==> config.mk <==
export PLATFORM = sky130hd
export DESIGN_NAME = lin_phy_control
export DESIGN_NICKNAME = d
export VERILOG_FILES = /design/src/rtl/lin_phy_pkg.sv /design/src/rtl/lin_phy_control.sv
export VERILOG_INCLUDE_DIRS = /design/src /design/src/rtl
export SDC_FILE = /design/constraint.sdc
export NUM_CORES = 1
export LEC_CHECK = 0
export ABC_AREA = 0
export BUFFER_PORTS_ARGS = -buffer_cell sky130_fd_sc_hd__buf_2
export CORE_UTILIZATION = 35
export DETAILED_ROUTE_END_ITERATION = 10
export SLEW_MARGIN = 20
export SYNTH_ARGS = -nofsm -noshare
export SYNTH_HDL_FRONTEND = slang
export SYNTH_SLANG_ARGS = --single-unit
==> constraint.sdc <==
create_clock -name sys_clk_in -period 2.26 [get_ports sys_clk_in]
set_input_delay 0.113 -clock sys_clk_in [delete_from_list [all_inputs] [get_ports sys_clk_in]]
set_output_delay 0.113 -clock sys_clk_in [all_outputs]
set_load 0.05 [all_outputs]
==> src/rtl/lin_phy_params.svh <==
// offsets, field positions, reset values and timing counts of the bus physical-layer control
`ifndef LIN_PHY_PARAMS_SVH
`define LIN_PHY_PARAMS_SVH

`define CLK_FREQ_HZ 25000000
`define CTL_OFFSET 8'h50
`define STAT_HI_OFFSET 8'h52
`define STAT_LO_OFFSET 8'h53
`define TX_DEF_OFFSET 8'h54
`define RX_DEF_OFFSET 8'h55
`define WAKE_SRC_OFFSET 8'h58
`define LOWPOWER_OFFSET 8'h59

`define CTL_OVERTEMP_IRQ_ENABLE_BIT 7
`define CTL_TXD_BIT 4
`define CTL_LOW_VOLTAGE_SHUTDOWN_DISABLE_BIT 3
`define CTL_EN_BIT 2
`define CTL_SRS_LSB 0
`define CTL_MASK_SHIFT 8
`define CTL_RESET 16'h0000

`define STAT_OT_BIT 7
`define STAT_UV_BIT 3
`define STAT_RDY_BIT 7
`define STAT_RX_BIT 1
`define STAT_TX_BIT 0

`define SRS_RESET 2'h0
`define READY_TIME_US 50
`define READY_CYCLES ((`READY_TIME_US * (`CLK_FREQ_HZ / 1000)) / 1000)
`define WAKE_DOM_TIME_US 150
`define WAKE_DOM_CYCLES ((`WAKE_DOM_TIME_US * (`CLK_FREQ_HZ / 1000) + 999) / 1000)

`endif

==> src/rtl/lin_phy_pkg.sv <==
// types shared by the bus physical-layer control
package lin_phy_pkg;
	typedef enum logic [2:0] {
		RATE_NORMAL = 3'b001,
		RATE_SLOW = 3'b010,
		RATE_FAST = 3'b100
	} slew_mode_t;
	typedef enum logic [2:0] {
		WAKE_IDLE = 3'b001,
		WAKE_DOM = 3'b010,
		WAKE_LONG = 3'b100
	} wake_state_t;
endpackage : lin_phy_pkg

==> src/rtl/lin_phy_control.sv <==
// bus physical-layer control: edge rate, thermal and supply protection, wake, line routing
//
// The strobed register port and the address map are this design's own decisions.
`timescale 1ns/100ps
`default_nettype none
`include "lin_phy_params.svh"
// Functional notes
// - Two-bit field picks 10k, 20k or 100k edge rate; reset gives 20k.
// - Field 00 and 11 normal, 01 slow, 10 fast.
// - Control bit changes only with its mask bit set; rate field needs mask 11.
// - Over-temperature shuts transmitter off; flag set while condition lasts.
// - Over-temperature interrupt request only while its enable is set.
// - Writing one to status register clears the pending over-temperature request.
// - New over-temperature request only on a fresh onset of the condition.
// - Transmitter returns by itself once cool and transmit input is high.
// - Low-power mode keeps transmitter disabled.
// - Low-power mode keeps receiver running for wake detection.
// - Dominant longer than minimum wake time then rising edge signals wake, recorded.
// - Low-voltage disable set and supply low: no new dominant until supply recovers.
// - Disable clear: bus recessive in under-voltage; set: a dominant in progress continues, no new one starts.
// - Under-voltage flag shows the supply low condition.
// - Transmit and receive lines connect to serial interface, port, or register bits.
// - Receive routes out to port pin and timer capture input.
// - No transmission while the module is disabled.
// - Ready flag rises about 50 us after transmitter enable.
// - Bus forced recessive from enable until ready.
module lin_phy_control
	import lin_phy_pkg::*;
#(
	parameter int READY_COUNT = `READY_CYCLES,
	parameter int WAKE_COUNT = `WAKE_DOM_CYCLES
) (
	input wire logic sys_clk_in, // device clock, 25 MHz
	input wire logic rst_b_in, // asynchronous reset, active low
	input wire logic [7:0] addr_in, // register address
	input wire logic [15:0] wdata_in, // register write data
	input wire logic wr_in, // write strobe
	input wire logic rd_in, // read strobe
	output logic [15:0] rdata_out, // read data, cycle after strobe
	input wire logic overtemp_in, // thermal sensor, asynchronous
	input wire logic supply_low_in, // supply below threshold, asynchronous
	input wire logic bus_rx_in, // receiver comparator, high is recessive
	input wire logic low_power_in, // device in low-power mode
	input wire logic sci_tx_in, // serial interface transmit
	input wire logic port_tx_in, // port pin transmit source
	output logic sci_rx_out, // to serial interface receive
	output logic port_rx_out, // to port pin output gate
	output logic timer_capture_out, // bus receive to timer capture
	output logic bus_dominant_out, // driver on: pull bus low
	output logic [1:0] slew_rate_select_out, // selected edge rate field
	output logic [2:0] slew_mode_out, // decoded edge rate, one-hot
	output logic overtemp_irq_out, // over-temperature request
	output logic wake_event_out // wake pulse
);
	// synchroniser stages, first and second flop
	logic ot_m_q;
	logic ot_s_q;
	logic uv_m_q;
	logic uv_s_q;
	logic rx_m_q;
	logic rx_s_q;

	// control register fields and line definitions
	logic overtemp_irq_enable_q;
	logic direct_tx_q;
	logic low_voltage_shutdown_disable_q;
	logic enable_q;
	logic [1:0] slew_rate_select_q;
	logic [1:0] tx_def_q;
	logic [1:0] rx_def_q;

	// protection, ready and wake state
	logic ot_prev_q;
	logic irq_pend_q;
	logic ot_shut_q;
	logic uv_block_q;
	logic ready_q;
	logic wake_src_q;
	logic rx_prev_q;
	logic [15:0] ready_cnt_q;
	logic [15:0] wake_cnt_q;
	wake_state_t wake_q;

	// decodes, transmit path and read path
	slew_mode_t slew_mode;
	logic wr_ctl;
	logic wr_stat;
	logic wr_txd;
	logic wr_rxd;
	logic wr_wake;
	logic tx_src;
	logic tx_want;
	logic tx_allow;
	logic uv_fresh_block;
	logic [15:0] rdata_d;
	logic [7:0] wmask;

	// upper byte of a control write holds one mask bit per control bit
	assign wmask = wdata_in[15:8];
	assign wr_ctl = wr_in && (addr_in == `CTL_OFFSET);
	assign wr_stat = wr_in && (addr_in == `STAT_HI_OFFSET);
	assign wr_txd = wr_in && (addr_in == `TX_DEF_OFFSET);
	assign wr_rxd = wr_in && (addr_in == `RX_DEF_OFFSET);
	assign wr_wake = wr_in && (addr_in == `WAKE_SRC_OFFSET);

	always_ff @(posedge sys_clk_in or negedge rst_b_in) begin
		if (!rst_b_in) begin
			ot_m_q <= 1'b0;
			ot_s_q <= 1'b0;
		end else begin
			ot_m_q <= overtemp_in;
			ot_s_q <= ot_m_q;
		end
	end

	always_ff @(posedge sys_clk_in or negedge rst_b_in) begin
		if (!rst_b_in) begin
			uv_m_q <= 1'b0;
			uv_s_q <= 1'b0;
		end else begin
			uv_m_q <= supply_low_in;
			uv_s_q <= uv_m_q;
		end
	end

	always_ff @(posedge sys_clk_in or negedge rst_b_in) begin
		if (!rst_b_in) begin
			rx_m_q <= 1'b1;
			rx_s_q <= 1'b1;
		end else begin
			rx_m_q <= bus_rx_in;
			rx_s_q <= rx_m_q;
		end
	end

	// masked control writes
	always_ff @(posedge sys_clk_in or negedge rst_b_in) begin
		if (!rst_b_in) begin
			overtemp_irq_enable_q <= 1'b0;
			direct_tx_q <= 1'b0;
			low_voltage_shutdown_disable_q <= 1'b0;
			enable_q <= 1'b0;
			slew_rate_select_q <= `SRS_RESET;
		end else if (wr_ctl) begin
			if (wmask[`CTL_OVERTEMP_IRQ_ENABLE_BIT])
				overtemp_irq_enable_q <= wdata_in[`CTL_OVERTEMP_IRQ_ENABLE_BIT];
			if (wmask[`CTL_TXD_BIT])
				direct_tx_q <= wdata_in[`CTL_TXD_BIT];
			if (wmask[`CTL_LOW_VOLTAGE_SHUTDOWN_DISABLE_BIT])
				low_voltage_shutdown_disable_q <= wdata_in[`CTL_LOW_VOLTAGE_SHUTDOWN_DISABLE_BIT];
			if (wmask[`CTL_EN_BIT])
				enable_q <= wdata_in[`CTL_EN_BIT];
			if (wmask[`CTL_SRS_LSB +: 2] == 2'h3)
				slew_rate_select_q <= wdata_in[`CTL_SRS_LSB +: 2];
		end
	end

	always_ff @(posedge sys_clk_in or negedge rst_b_in) begin
		if (!rst_b_in) begin
			tx_def_q <= 2'h0;
			rx_def_q <= 2'h0;
		end else begin
			if (wr_txd)
				tx_def_q <= wdata_in[1:0];
			if (wr_rxd)
				rx_def_q <= wdata_in[1:0];
		end
	end

	// 00 and 11 both give the normal rate
	always_comb begin
		unique case (slew_rate_select_q)
			2'h1: slew_mode = RATE_SLOW;
			2'h2: slew_mode = RATE_FAST;
			default: slew_mode = RATE_NORMAL;
		endcase
	end

	// over-temperature: onset sets request, write-one clears, set wins
	always_ff @(posedge sys_clk_in or negedge rst_b_in) begin
		if (!rst_b_in) begin
			ot_prev_q <= 1'b0;
			irq_pend_q <= 1'b0;
		end else begin
			ot_prev_q <= ot_s_q;
			if (ot_s_q && !ot_prev_q)
				irq_pend_q <= 1'b1;
			else if (wr_stat && wdata_in[`STAT_OT_BIT])
				irq_pend_q <= 1'b0;
		end
	end
	assign overtemp_irq_out = irq_pend_q && overtemp_irq_enable_q;

	// shutdown holds until cool and transmit source back high
	always_ff @(posedge sys_clk_in or negedge rst_b_in) begin
		if (!rst_b_in)
			ot_shut_q <= 1'b0;
		else if (ot_s_q)
			ot_shut_q <= 1'b1;
		else if (tx_src)
			ot_shut_q <= 1'b0;
	end

	// ready delay after enable
	always_ff @(posedge sys_clk_in or negedge rst_b_in) begin
		if (!rst_b_in) begin
			ready_cnt_q <= 16'h0000;
			ready_q <= 1'b0;
		end else if (!enable_q) begin
			ready_cnt_q <= 16'h0000;
			ready_q <= 1'b0;
		end else if (!ready_q) begin
			if (ready_cnt_q == 16'(READY_COUNT - 1))
				ready_q <= 1'b1;
			ready_cnt_q <= ready_cnt_q + 16'h0001;
		end
	end

	// wake detection on receiver, active in low power
	always_ff @(posedge sys_clk_in or negedge rst_b_in) begin
		if (!rst_b_in) begin
			wake_q <= WAKE_IDLE;
			wake_cnt_q <= 16'h0000;
			rx_prev_q <= 1'b1;
			wake_event_out <= 1'b0;
		end else begin
			rx_prev_q <= rx_s_q;
			wake_event_out <= 1'b0;
			unique case (wake_q)
				WAKE_IDLE: begin
					wake_cnt_q <= 16'h0000;
					if (low_power_in && !rx_s_q)
						wake_q <= WAKE_DOM;
				end
				WAKE_DOM: begin
					if (rx_s_q || !low_power_in)
						wake_q <= WAKE_IDLE;
					else if (wake_cnt_q == 16'(WAKE_COUNT - 1))
						wake_q <= WAKE_LONG;
					else
						wake_cnt_q <= wake_cnt_q + 16'h0001;
				end
				WAKE_LONG: begin
					if (!low_power_in)
						wake_q <= WAKE_IDLE;
					else if (rx_s_q && !rx_prev_q) begin
						wake_event_out <= 1'b1;
						wake_q <= WAKE_IDLE;
					end
				end
				default: begin
					wake_q <= WAKE_IDLE;
					wake_cnt_q <= 16'h0000;
				end
			endcase
		end
	end

	// wake source bit, set wins over write-one clear
	always_ff @(posedge sys_clk_in or negedge rst_b_in) begin
		if (!rst_b_in)
			wake_src_q <= 1'b0;
		else if (wake_event_out)
			wake_src_q <= 1'b1;
		else if (wr_wake && wdata_in[0])
			wake_src_q <= 1'b0;
	end

	// transmit source: high is recessive on serial and port sources
	always_comb begin
		if (tx_def_q[0])
			tx_src = sci_tx_in;
		else if (tx_def_q[1])
			tx_src = port_tx_in;
		else
			tx_src = !direct_tx_q;
	end
	assign tx_want = !tx_src;
	assign tx_allow = enable_q && ready_q
		&& !ot_shut_q && !ot_s_q
		&& !low_power_in
		&& !(uv_s_q && !low_voltage_shutdown_disable_q);

	// low-voltage disable set: once low, no new dominant until supply recovers
	// a registered block alone would let one dominant slip out as the supply drops
	assign uv_fresh_block = uv_s_q && low_voltage_shutdown_disable_q
		&& !bus_dominant_out;
	always_ff @(posedge sys_clk_in or negedge rst_b_in) begin
		if (!rst_b_in)
			uv_block_q <= 1'b0;
		else if (!uv_s_q)
			uv_block_q <= 1'b0;
		else if (low_voltage_shutdown_disable_q && !bus_dominant_out)
			uv_block_q <= 1'b1;
	end

	always_ff @(posedge sys_clk_in or negedge rst_b_in) begin
		if (!rst_b_in)
			bus_dominant_out <= 1'b0;
		else
			bus_dominant_out <= tx_want && tx_allow
				&& !uv_block_q && !uv_fresh_block;
	end

	// receive routing; unrouted serial receive idles high like a recessive bus
	assign sci_rx_out = rx_def_q[0] ? rx_s_q : 1'b1;
	assign port_rx_out = rx_def_q[1] ? rx_s_q : 1'b0;
	assign timer_capture_out = rx_s_q;
	assign slew_rate_select_out = slew_rate_select_q;
	assign slew_mode_out = slew_mode;

	always_comb begin
		rdata_d = 16'h0000;
		unique case (addr_in)
			`CTL_OFFSET: begin
				rdata_d[`CTL_OVERTEMP_IRQ_ENABLE_BIT] = overtemp_irq_enable_q;
				rdata_d[`CTL_TXD_BIT] = direct_tx_q;
				rdata_d[`CTL_LOW_VOLTAGE_SHUTDOWN_DISABLE_BIT] = low_voltage_shutdown_disable_q;
				rdata_d[`CTL_EN_BIT] = enable_q;
				rdata_d[`CTL_SRS_LSB +: 2] = slew_rate_select_q;
			end
			`STAT_HI_OFFSET: begin
				rdata_d[`STAT_OT_BIT] = ot_s_q;
				rdata_d[`STAT_UV_BIT] = uv_s_q;
			end
			`STAT_LO_OFFSET: begin
				rdata_d[`STAT_RDY_BIT] = ready_q;
				rdata_d[`STAT_RX_BIT] = rx_s_q;
				rdata_d[`STAT_TX_BIT] = !bus_dominant_out;
			end
			`TX_DEF_OFFSET: rdata_d[1:0] = tx_def_q;
			`RX_DEF_OFFSET: rdata_d[1:0] = rx_def_q;
			`WAKE_SRC_OFFSET: rdata_d[0] = wake_src_q;
			`LOWPOWER_OFFSET: rdata_d[0] = irq_pend_q;
			default: rdata_d = 16'h0000;
		endcase
	end
	// read data stands only in the cycle after the strobe
	always_ff @(posedge sys_clk_in or negedge rst_b_in) begin
		if (!rst_b_in)
			rdata_out <= 16'h0000;
		else if (rd_in)
			rdata_out <= rdata_d;
		else
			rdata_out <= 16'h0000;
	end
endmodule : lin_phy_control
`default_nettype wire

==> impl_metrics.yaml, run 1 <==
status:
  status: "complete, no violations"
drt:
  drc_errors: 0
  dr.pass1.iters: 4
  ant_nets: 0
  drt-initial-drc-count: 135
  wirelength_um: 7576
  routedWlPerCell_um: 14.06
  dr_total_vias: 2815
  vias_per_cell: 5.223
die:
  die_x_um: 101.4
  fp.dieH_um: 101.4
  start_util_pct: 36.72
  io_pins: 61
  fp.dieArea_um2: 10280
  core_area_um2: 9415
  num_rows: 35
timing:
  rsz0062_at_grt: "false"
  fin_setup_tns_ns: 0
  hold_viol_final: 0
  setup_viol: 0
  max_freq_mhz: 514.2
  holdWs_ns: 0.01691
  slew_headroom_pct: 60.60
  tightest_slew_ns: 0.5898
  finalMaxSlewViolations: 0
  clock_skew_ns: 0.01190
  fin_crit_sh_pct: 86.05
  min_period_ns: 1.945
yosys:
  syn_area_per_cell_um2: 9.992
  synthTopCellsByArea: "dfrtp_1 (45%), mux2_2 (3.3%), dfstp_2 (3.0%)"
  synthCells: 346
  synth-async-reset-ratio_pct: 100.0
  ys.flop_type: "dfrtp_1"
  synth_area_leader_cell: "dfrtp_1"
  yosysTopAreaCellShare_pct: 44.88
  synth-edff-count: 0
  syn_area_um2: 3457
  yosysSeqAreaShare_pct: 47.92
  yosysMostFrequentCell: "dfrtp_1"
  synth-seq-cells: 66
  synth.distinct_cells: 53
  yosys_warnings: 0
  synth_common_cells: "dfrtp_1 (62), nand2_1 (28), nor2_1 (19)"
worst_setup_path:
  crit_type: "register to register"
  path_delay_family: "simple AND/OR/NAND/NOR gates"
  critPathLaunchType: "register"
  path_max_fanout: 11
  cp_slowest_cell: "or4_4"
  r2r_slack_ns: 0.32
  reg2regPathDepth: 4
  worstPathArrival_ns: 2.17
  rr_endpoint: "wake_cnt_q[6]$_DFFE_PN0P_"
  timing.rr.start: "wake_q[2]$_DFFE_PN0P_"
  critPathBufInv: 0
  cp_cell_sequence: "nor3b_1 > or3b_1 > or4_4 > mux2i_1"
  critical_path.max_stage_delay_ns: 0.57
  cp.required_ns: 2.49
  cp-end-kind: "register"
clock_tree:
  clk_path_buf_depth: 2
  htreeDepth: 3
  clk_pin_slew_ns: 0.08
  cts_tree: "done"
  cts_setup_buffers: 0
  clk_latency_ns: 0.34
  numCtsBuffers: 9
  cts-root-buf: "clkbuf_8"
  cts_hold_buf: 7
  cts_resized: 0
  clock_sinks: 66
min_path:
  min_path_type: "input pin to register"
  min_to: "enable_q$_DFFE_PN0P_"
  whs_path_depth: 2
  holdCritStartpoint: "wdata_in[10]"
power_and_ir_drop:
  vdd_drop_max_mv: 0.3319
  pwr-share-seq_pct: 45.0
  p_clk_share_pct: 40.7
  p_switching_mw: 0.8430
  power_frac_comb_pct: 14.3
  power.internal_mw: 2.179
  p_leak_nw: 1.845
  p_per_area_nw_per_um2: 727.0
  power.share.switching_pct: 27.90
  total_power_mw: 3.022
final_layout:
  final_util_pct: 44.15
  multi_input_area_um2: 1672
  nFillCells: 895
  diodes: 0
  fin_area_um2: 4156
  final_nets: 445
  drive_gt1_share_pct: 22.44
  seqCellArea_um2: 1657
  areaGrowthSynthToFinish_pct: 20.23
global_routing:
  grt_pass1_wl_um: 12720
  antenna_found_initial: 0
  grt_use_total_pct: 15.79
  first_global_vias: 2606
  grt_max_degree: 56
  grt-ovfl-total: 0
placed_design:
  gp_congestion: 0.8827
  dpl-instance-area_um2: 3837
  io_buffers: 46
  hpwl_um: 5329
flow_run:
  maxCapViolations: 0
-- power groups by stage --
stage	Combinational, mW	Sequential [mW]	Clock, mW
6_report	0.432	1.36	1.23
5_1_grt	0.486	1.38	1.32
4_1_cts	0.434	1.36	1.27
3_5_place_dp	0.422	1.38	0
3_3_place_gp	0.413	1.38	0
2_1_floorplan	0.312	1.36	0
-- worst register-to-register path, delay by kind of cell, from the launching register on --
kind / cells / cell delay (ns)
simple gates: 3 / 1.23
flops: 1 / 0.49
mux: 1 / 0.13
-- layout by cell type, fill, tap and decap left out, types with 7 or more instances in the layout --
cell type	count
o21ai_0	8
conb_1	10
nor4_1	9
dlygate4sd3_1	7
mux2i_1	7
nand2_1	28
and3_1	11
buf_2	46
clkbuf_8	9
mux2_2	10
nand4_1	16
inv_1	10
nand3_1	14
buf_4	8
nor2_1	19
xnor2_1	7
dfrtp_1	62
a21oi_1	8
a31oi_1	13
nand2b_1	10
-- per-layer routing --
metal | global-route usage (%) | up-vias | wire (um)
li1 | - | 1375 | -
met1 | 21.45 | 1332 | 3715
met2 | 24.80 | 96 | 3335
met3 | 3.382 | 12 | 393
met4 | 5.797 | 0 | 131
met5 | 0 | - | 0
-- kinds of logic (layout without fill, tap and decap cells) --
group | count (synthesis) | after routing | share of synthesized area (%)
flip-flops | 66 | 66 | 47.92
AO/OA/AOI/OAI | 55 | 55 | 10.53
XOR/XNOR | 12 | 12 | 3.040
adder cells (fa/ha/maj) | 6 | 6 | 2.171
AND/OR/NAND/NOR | 156 | 156 | 26.24
buffers and inverters | 33 | 88 | 4.705
other | 1 | 10 | 0.1085
multiplexers | 17 | 17 | 5.284
-- worst max path at each step --
| stage | startpoint | endpoint | slack [ns] | depth (start not counted) |
|---|---|---|---|---|
| finish | wake_q[2]$_DFFE_PN0P_ | wake_cnt_q[6]$_DFFE_PN0P_ | 0.32 | 4 |
| global route | ready_cnt_q[2]$_DFFE_PN0P_ | ready_cnt_q[14]$_DFFE_PN0P_ | 0.19 | 4 |
| CTS | wake_q[2]$_DFFE_PN0P_ | wake_cnt_q[6]$_DFFE_PN0P_ | 0.31 | 4 |
| detailed placement | wake_q[2]$_DFFE_PN0P_ | wake_cnt_q[6]$_DFFE_PN0P_ | 0.33 | 4 |
| global placement | wake_q[2]$_DFFE_PN0P_ | wake_cnt_q[6]$_DFFE_PN0P_ | 0.34 | 4 |
| floorplan | wake_q[0]$_DFFE_PN1P_ | wake_cnt_q[6]$_DFFE_PN0P_ | 0.42 | 5 |
-- registers in the layout, indices dropped and copies added, names as in the netlist, 2 cells and up --
register	count
ready_cnt_q	16
wake_cnt_q	16
rdata_out	6
wake_q	3
rx_def_q	2
slew_rate_select_out	2
tx_def_q	2
-- per-stage QoR --
step | setup WS [ns] | std cells
floorplan | 0.4211 | 355
global placement | 0.3372 | 516
detailed placement | 0.3275 | 516
CTS | 0.3122 | 539
global route | 0.1936 | 539
finish | 0.3152 | 539
-- final cells by class --
cell class,instances,area share (%)
clock buffers,9,2.980
clock inverters,7,3.010
inverters,10,0.9031
multi-input cells,256,40.22
flip-flops and latches,66,39.86
well taps,129,3.883
repair buffers,62,9.151
Power figures use the tool's default switching activity.
==> inputs of run 2 (changes only) <==
--- a/config.mk
+++ b/config.mk
@@ -8,6 +8,7 @@
 export LEC_CHECK = 0
 export ABC_AREA = 0
 export BUFFER_PORTS_ARGS = -buffer_cell sky130_fd_sc_hd__buf_2
+export CORE_MARGIN = 2
 export CORE_UTILIZATION = 35
 export DETAILED_ROUTE_END_ITERATION = 10
 export SLEW_MARGIN = 20
==> constraint.sdc (replaced) <==
create_clock -name sys_clk_in -period 2.26 [get_ports sys_clk_in]
set_input_delay 0.113 -clock sys_clk_in [delete_from_list [all_inputs] [get_ports sys_clk_in]]
set_output_delay 0.113 -clock sys_clk_in [all_outputs]
set_load 0.02 [all_outputs]
==> impl_metrics.yaml, run 2 (synthesis results as in run 1) <==
status:
  status: "complete, no violations"
timing:
  setup_viol: 0
  holdWs_ns: 0.01792
  fin_crit_sh_pct: 83.66
  rsz0062_at_grt: "false"
  slew_headroom_pct: 62.76
  tightest_slew_ns: 0.5574
  min_period_ns: 1.891
  finalMaxSlewViolations: 0
  fin_setup_tns_ns: 0
  max_freq_mhz: 528.9
  clock_skew_ns: 0.009353
  layout_setup_ws_ns: 0.3693
  hold_viol_final: 0
worst_setup_path:
  cp-end-kind: "register"
  critPathLaunchType: "register"
  crit_type: "register to register"
  path_max_fanout: 6
  cp.required_ns: 2.50
  r2r_slack_ns: 0.37
  worstPathArrival_ns: 2.13
clock_tree:
  cts_resized: 0
  numCtsBuffers: 9
  clk_latency_ns: 0.35
  clk_pin_slew_ns: 0.07
  cts-root-buf: "clkbuf_8"
  clk_path_buf_depth: 2
  htreeDepth: 3
  cts_tree: "done"
  clock_sinks: 66
die:
  start_util_pct: 35.70
  num_rows: 36
  io_pins: 61
  core_area_um2: 9684
  die_x_um: 103.4
  fp.dieH_um: 103.4
  fp.dieArea_um2: 10690
global_routing:
  antenna_found_initial: 0
  grt-ovfl-total: 0
  first_global_vias: 2575
  grt_max_degree: 33
  grt_pass1_wl_um: 12250
  grt_use_total_pct: 14.89
placed_design:
  pre_cts_slack_ns: 0.3728
  io_buffers: 46
  dpl-instance-area_um2: 3860
  gp_congestion: 0.8407
  hpwl_um: 5442
final_layout:
  diodes: 0
  fin_area_um2: 4115
  areaGrowthSynthToFinish_pct: 19.04
  drive_gt1_share_pct: 22.71
  final_cell_mix: "dfrtp_1 (62), buf_2 (46), nand2_1 (28)"
  largestRegisters: "ready_cnt_q (16), wake_cnt_q (16), rdata_out (6)"
  final_common_cell: "dfrtp_1"
  final_nets: 449
power_and_ir_drop:
  vdd_drop_max_mv: 0.2703
  p_per_area_nw_per_um2: 655.0
  p_leak_nw: 1.828
drt:
  ant_nets: 0
  wirelength_um: 7624
  dr.pass1.iters: 4
  dr_total_vias: 2810
  vias_per_cell: 5.137
  drc_errors: 0
  drt-initial-drc-count: 231
  routedWlPerCell_um: 13.94
flow_run:
  maxCapViolations: 0
min_path:
  min_path_type: "input pin to register"
-- run 2: cell types whose count changed in the layout (fill, tap and decap cells not counted), sizes merged --
cell,before,now
clkinvlp,0,1
buf,55,59
bufinv,3,0
inv,11,10
clkinv,3,1
clkbuf,9,14
-- run 2: final cells by class --
type / instances / area [um2]
clock buffer: 14 / 172.7
clock inverter: 2 / 12.51
fill: 934 / 5569
inverter: 10 / 37.54
multi-input combinational: 256 / 1672
sequential: 66 / 1657
tap: 133 / 166.4
timing repair buffer: 66 / 397.9
-- run 2: worst max-delay path, stage by stage, from the launching register on --
cell and delay [ns]:
dfstp_2 0.57, nor3b_1 0.08, or3b_1 0.44, or4_4 0.56, mux2i_1 0.14
-- run 2: where the power goes --
| group | internal, mW | switching, mW | leakage [nW] |
|---|---|---|---|
| combinational | 0.181 | 0.221 | 0.865 |
| clock | 0.487 | 0.442 | 0.0927 |
| sequential | 1.26 | 0.100 | 0.871 |
| total | 1.93 | 0.763 | 1.83 |
-- run 2: layer usage --
metal	vias to the layer above	track usage [%]	wire, um
met1	1345	20.30	3739
met3	8	3.629	407
li1	1381	-	-
met5	-	0	0
met4	0	6.073	121
met2	76	22.73	3354
-- run 2: path summary, 6_finish.rpt --
kind / from / end / cells after the start
hold / removal: wdata_in[10] / enable_q$_DFFE_PN0P_ / 2
min in group asynchronous: rst_b_in / direct_tx_q$_DFFE_PN0P_ / 2
max in group asynchronous: rst_b_in / ready_cnt_q[4]$_DFFE_PN0P_ / 3
setup / recovery: wake_q[0]$_DFFE_PN1P_ / wake_cnt_q[6]$_DFFE_PN0P_ / 4
hold reg to reg: uv_m_q$_DFF_PN0_ / uv_s_q$_DFF_PN0_ / 0
setup reg to reg: wake_q[0]$_DFFE_PN1P_ / wake_cnt_q[6]$_DFFE_PN0P_ / 4
-- run 2: metrics by stage --
stage / util (%) / std cells / total power, mW
after CTS: 42.49 / 547 / 2.737
after floorplan: - / 355 / 1.644
final: 42.49 / 547 / 2.695
after detailed placement: 39.86 / 524 / 1.780
after global placement: 39.86 / 524 / 1.773
after global routing: 42.49 / 547 / 2.855
-- run 2: what timing repair did --
item,4_1_cts,5_1_grt
hold endpoints to repair,23,0
setup endpoints to repair,0,0
hold buffers,7,0
setup buffers,0,0
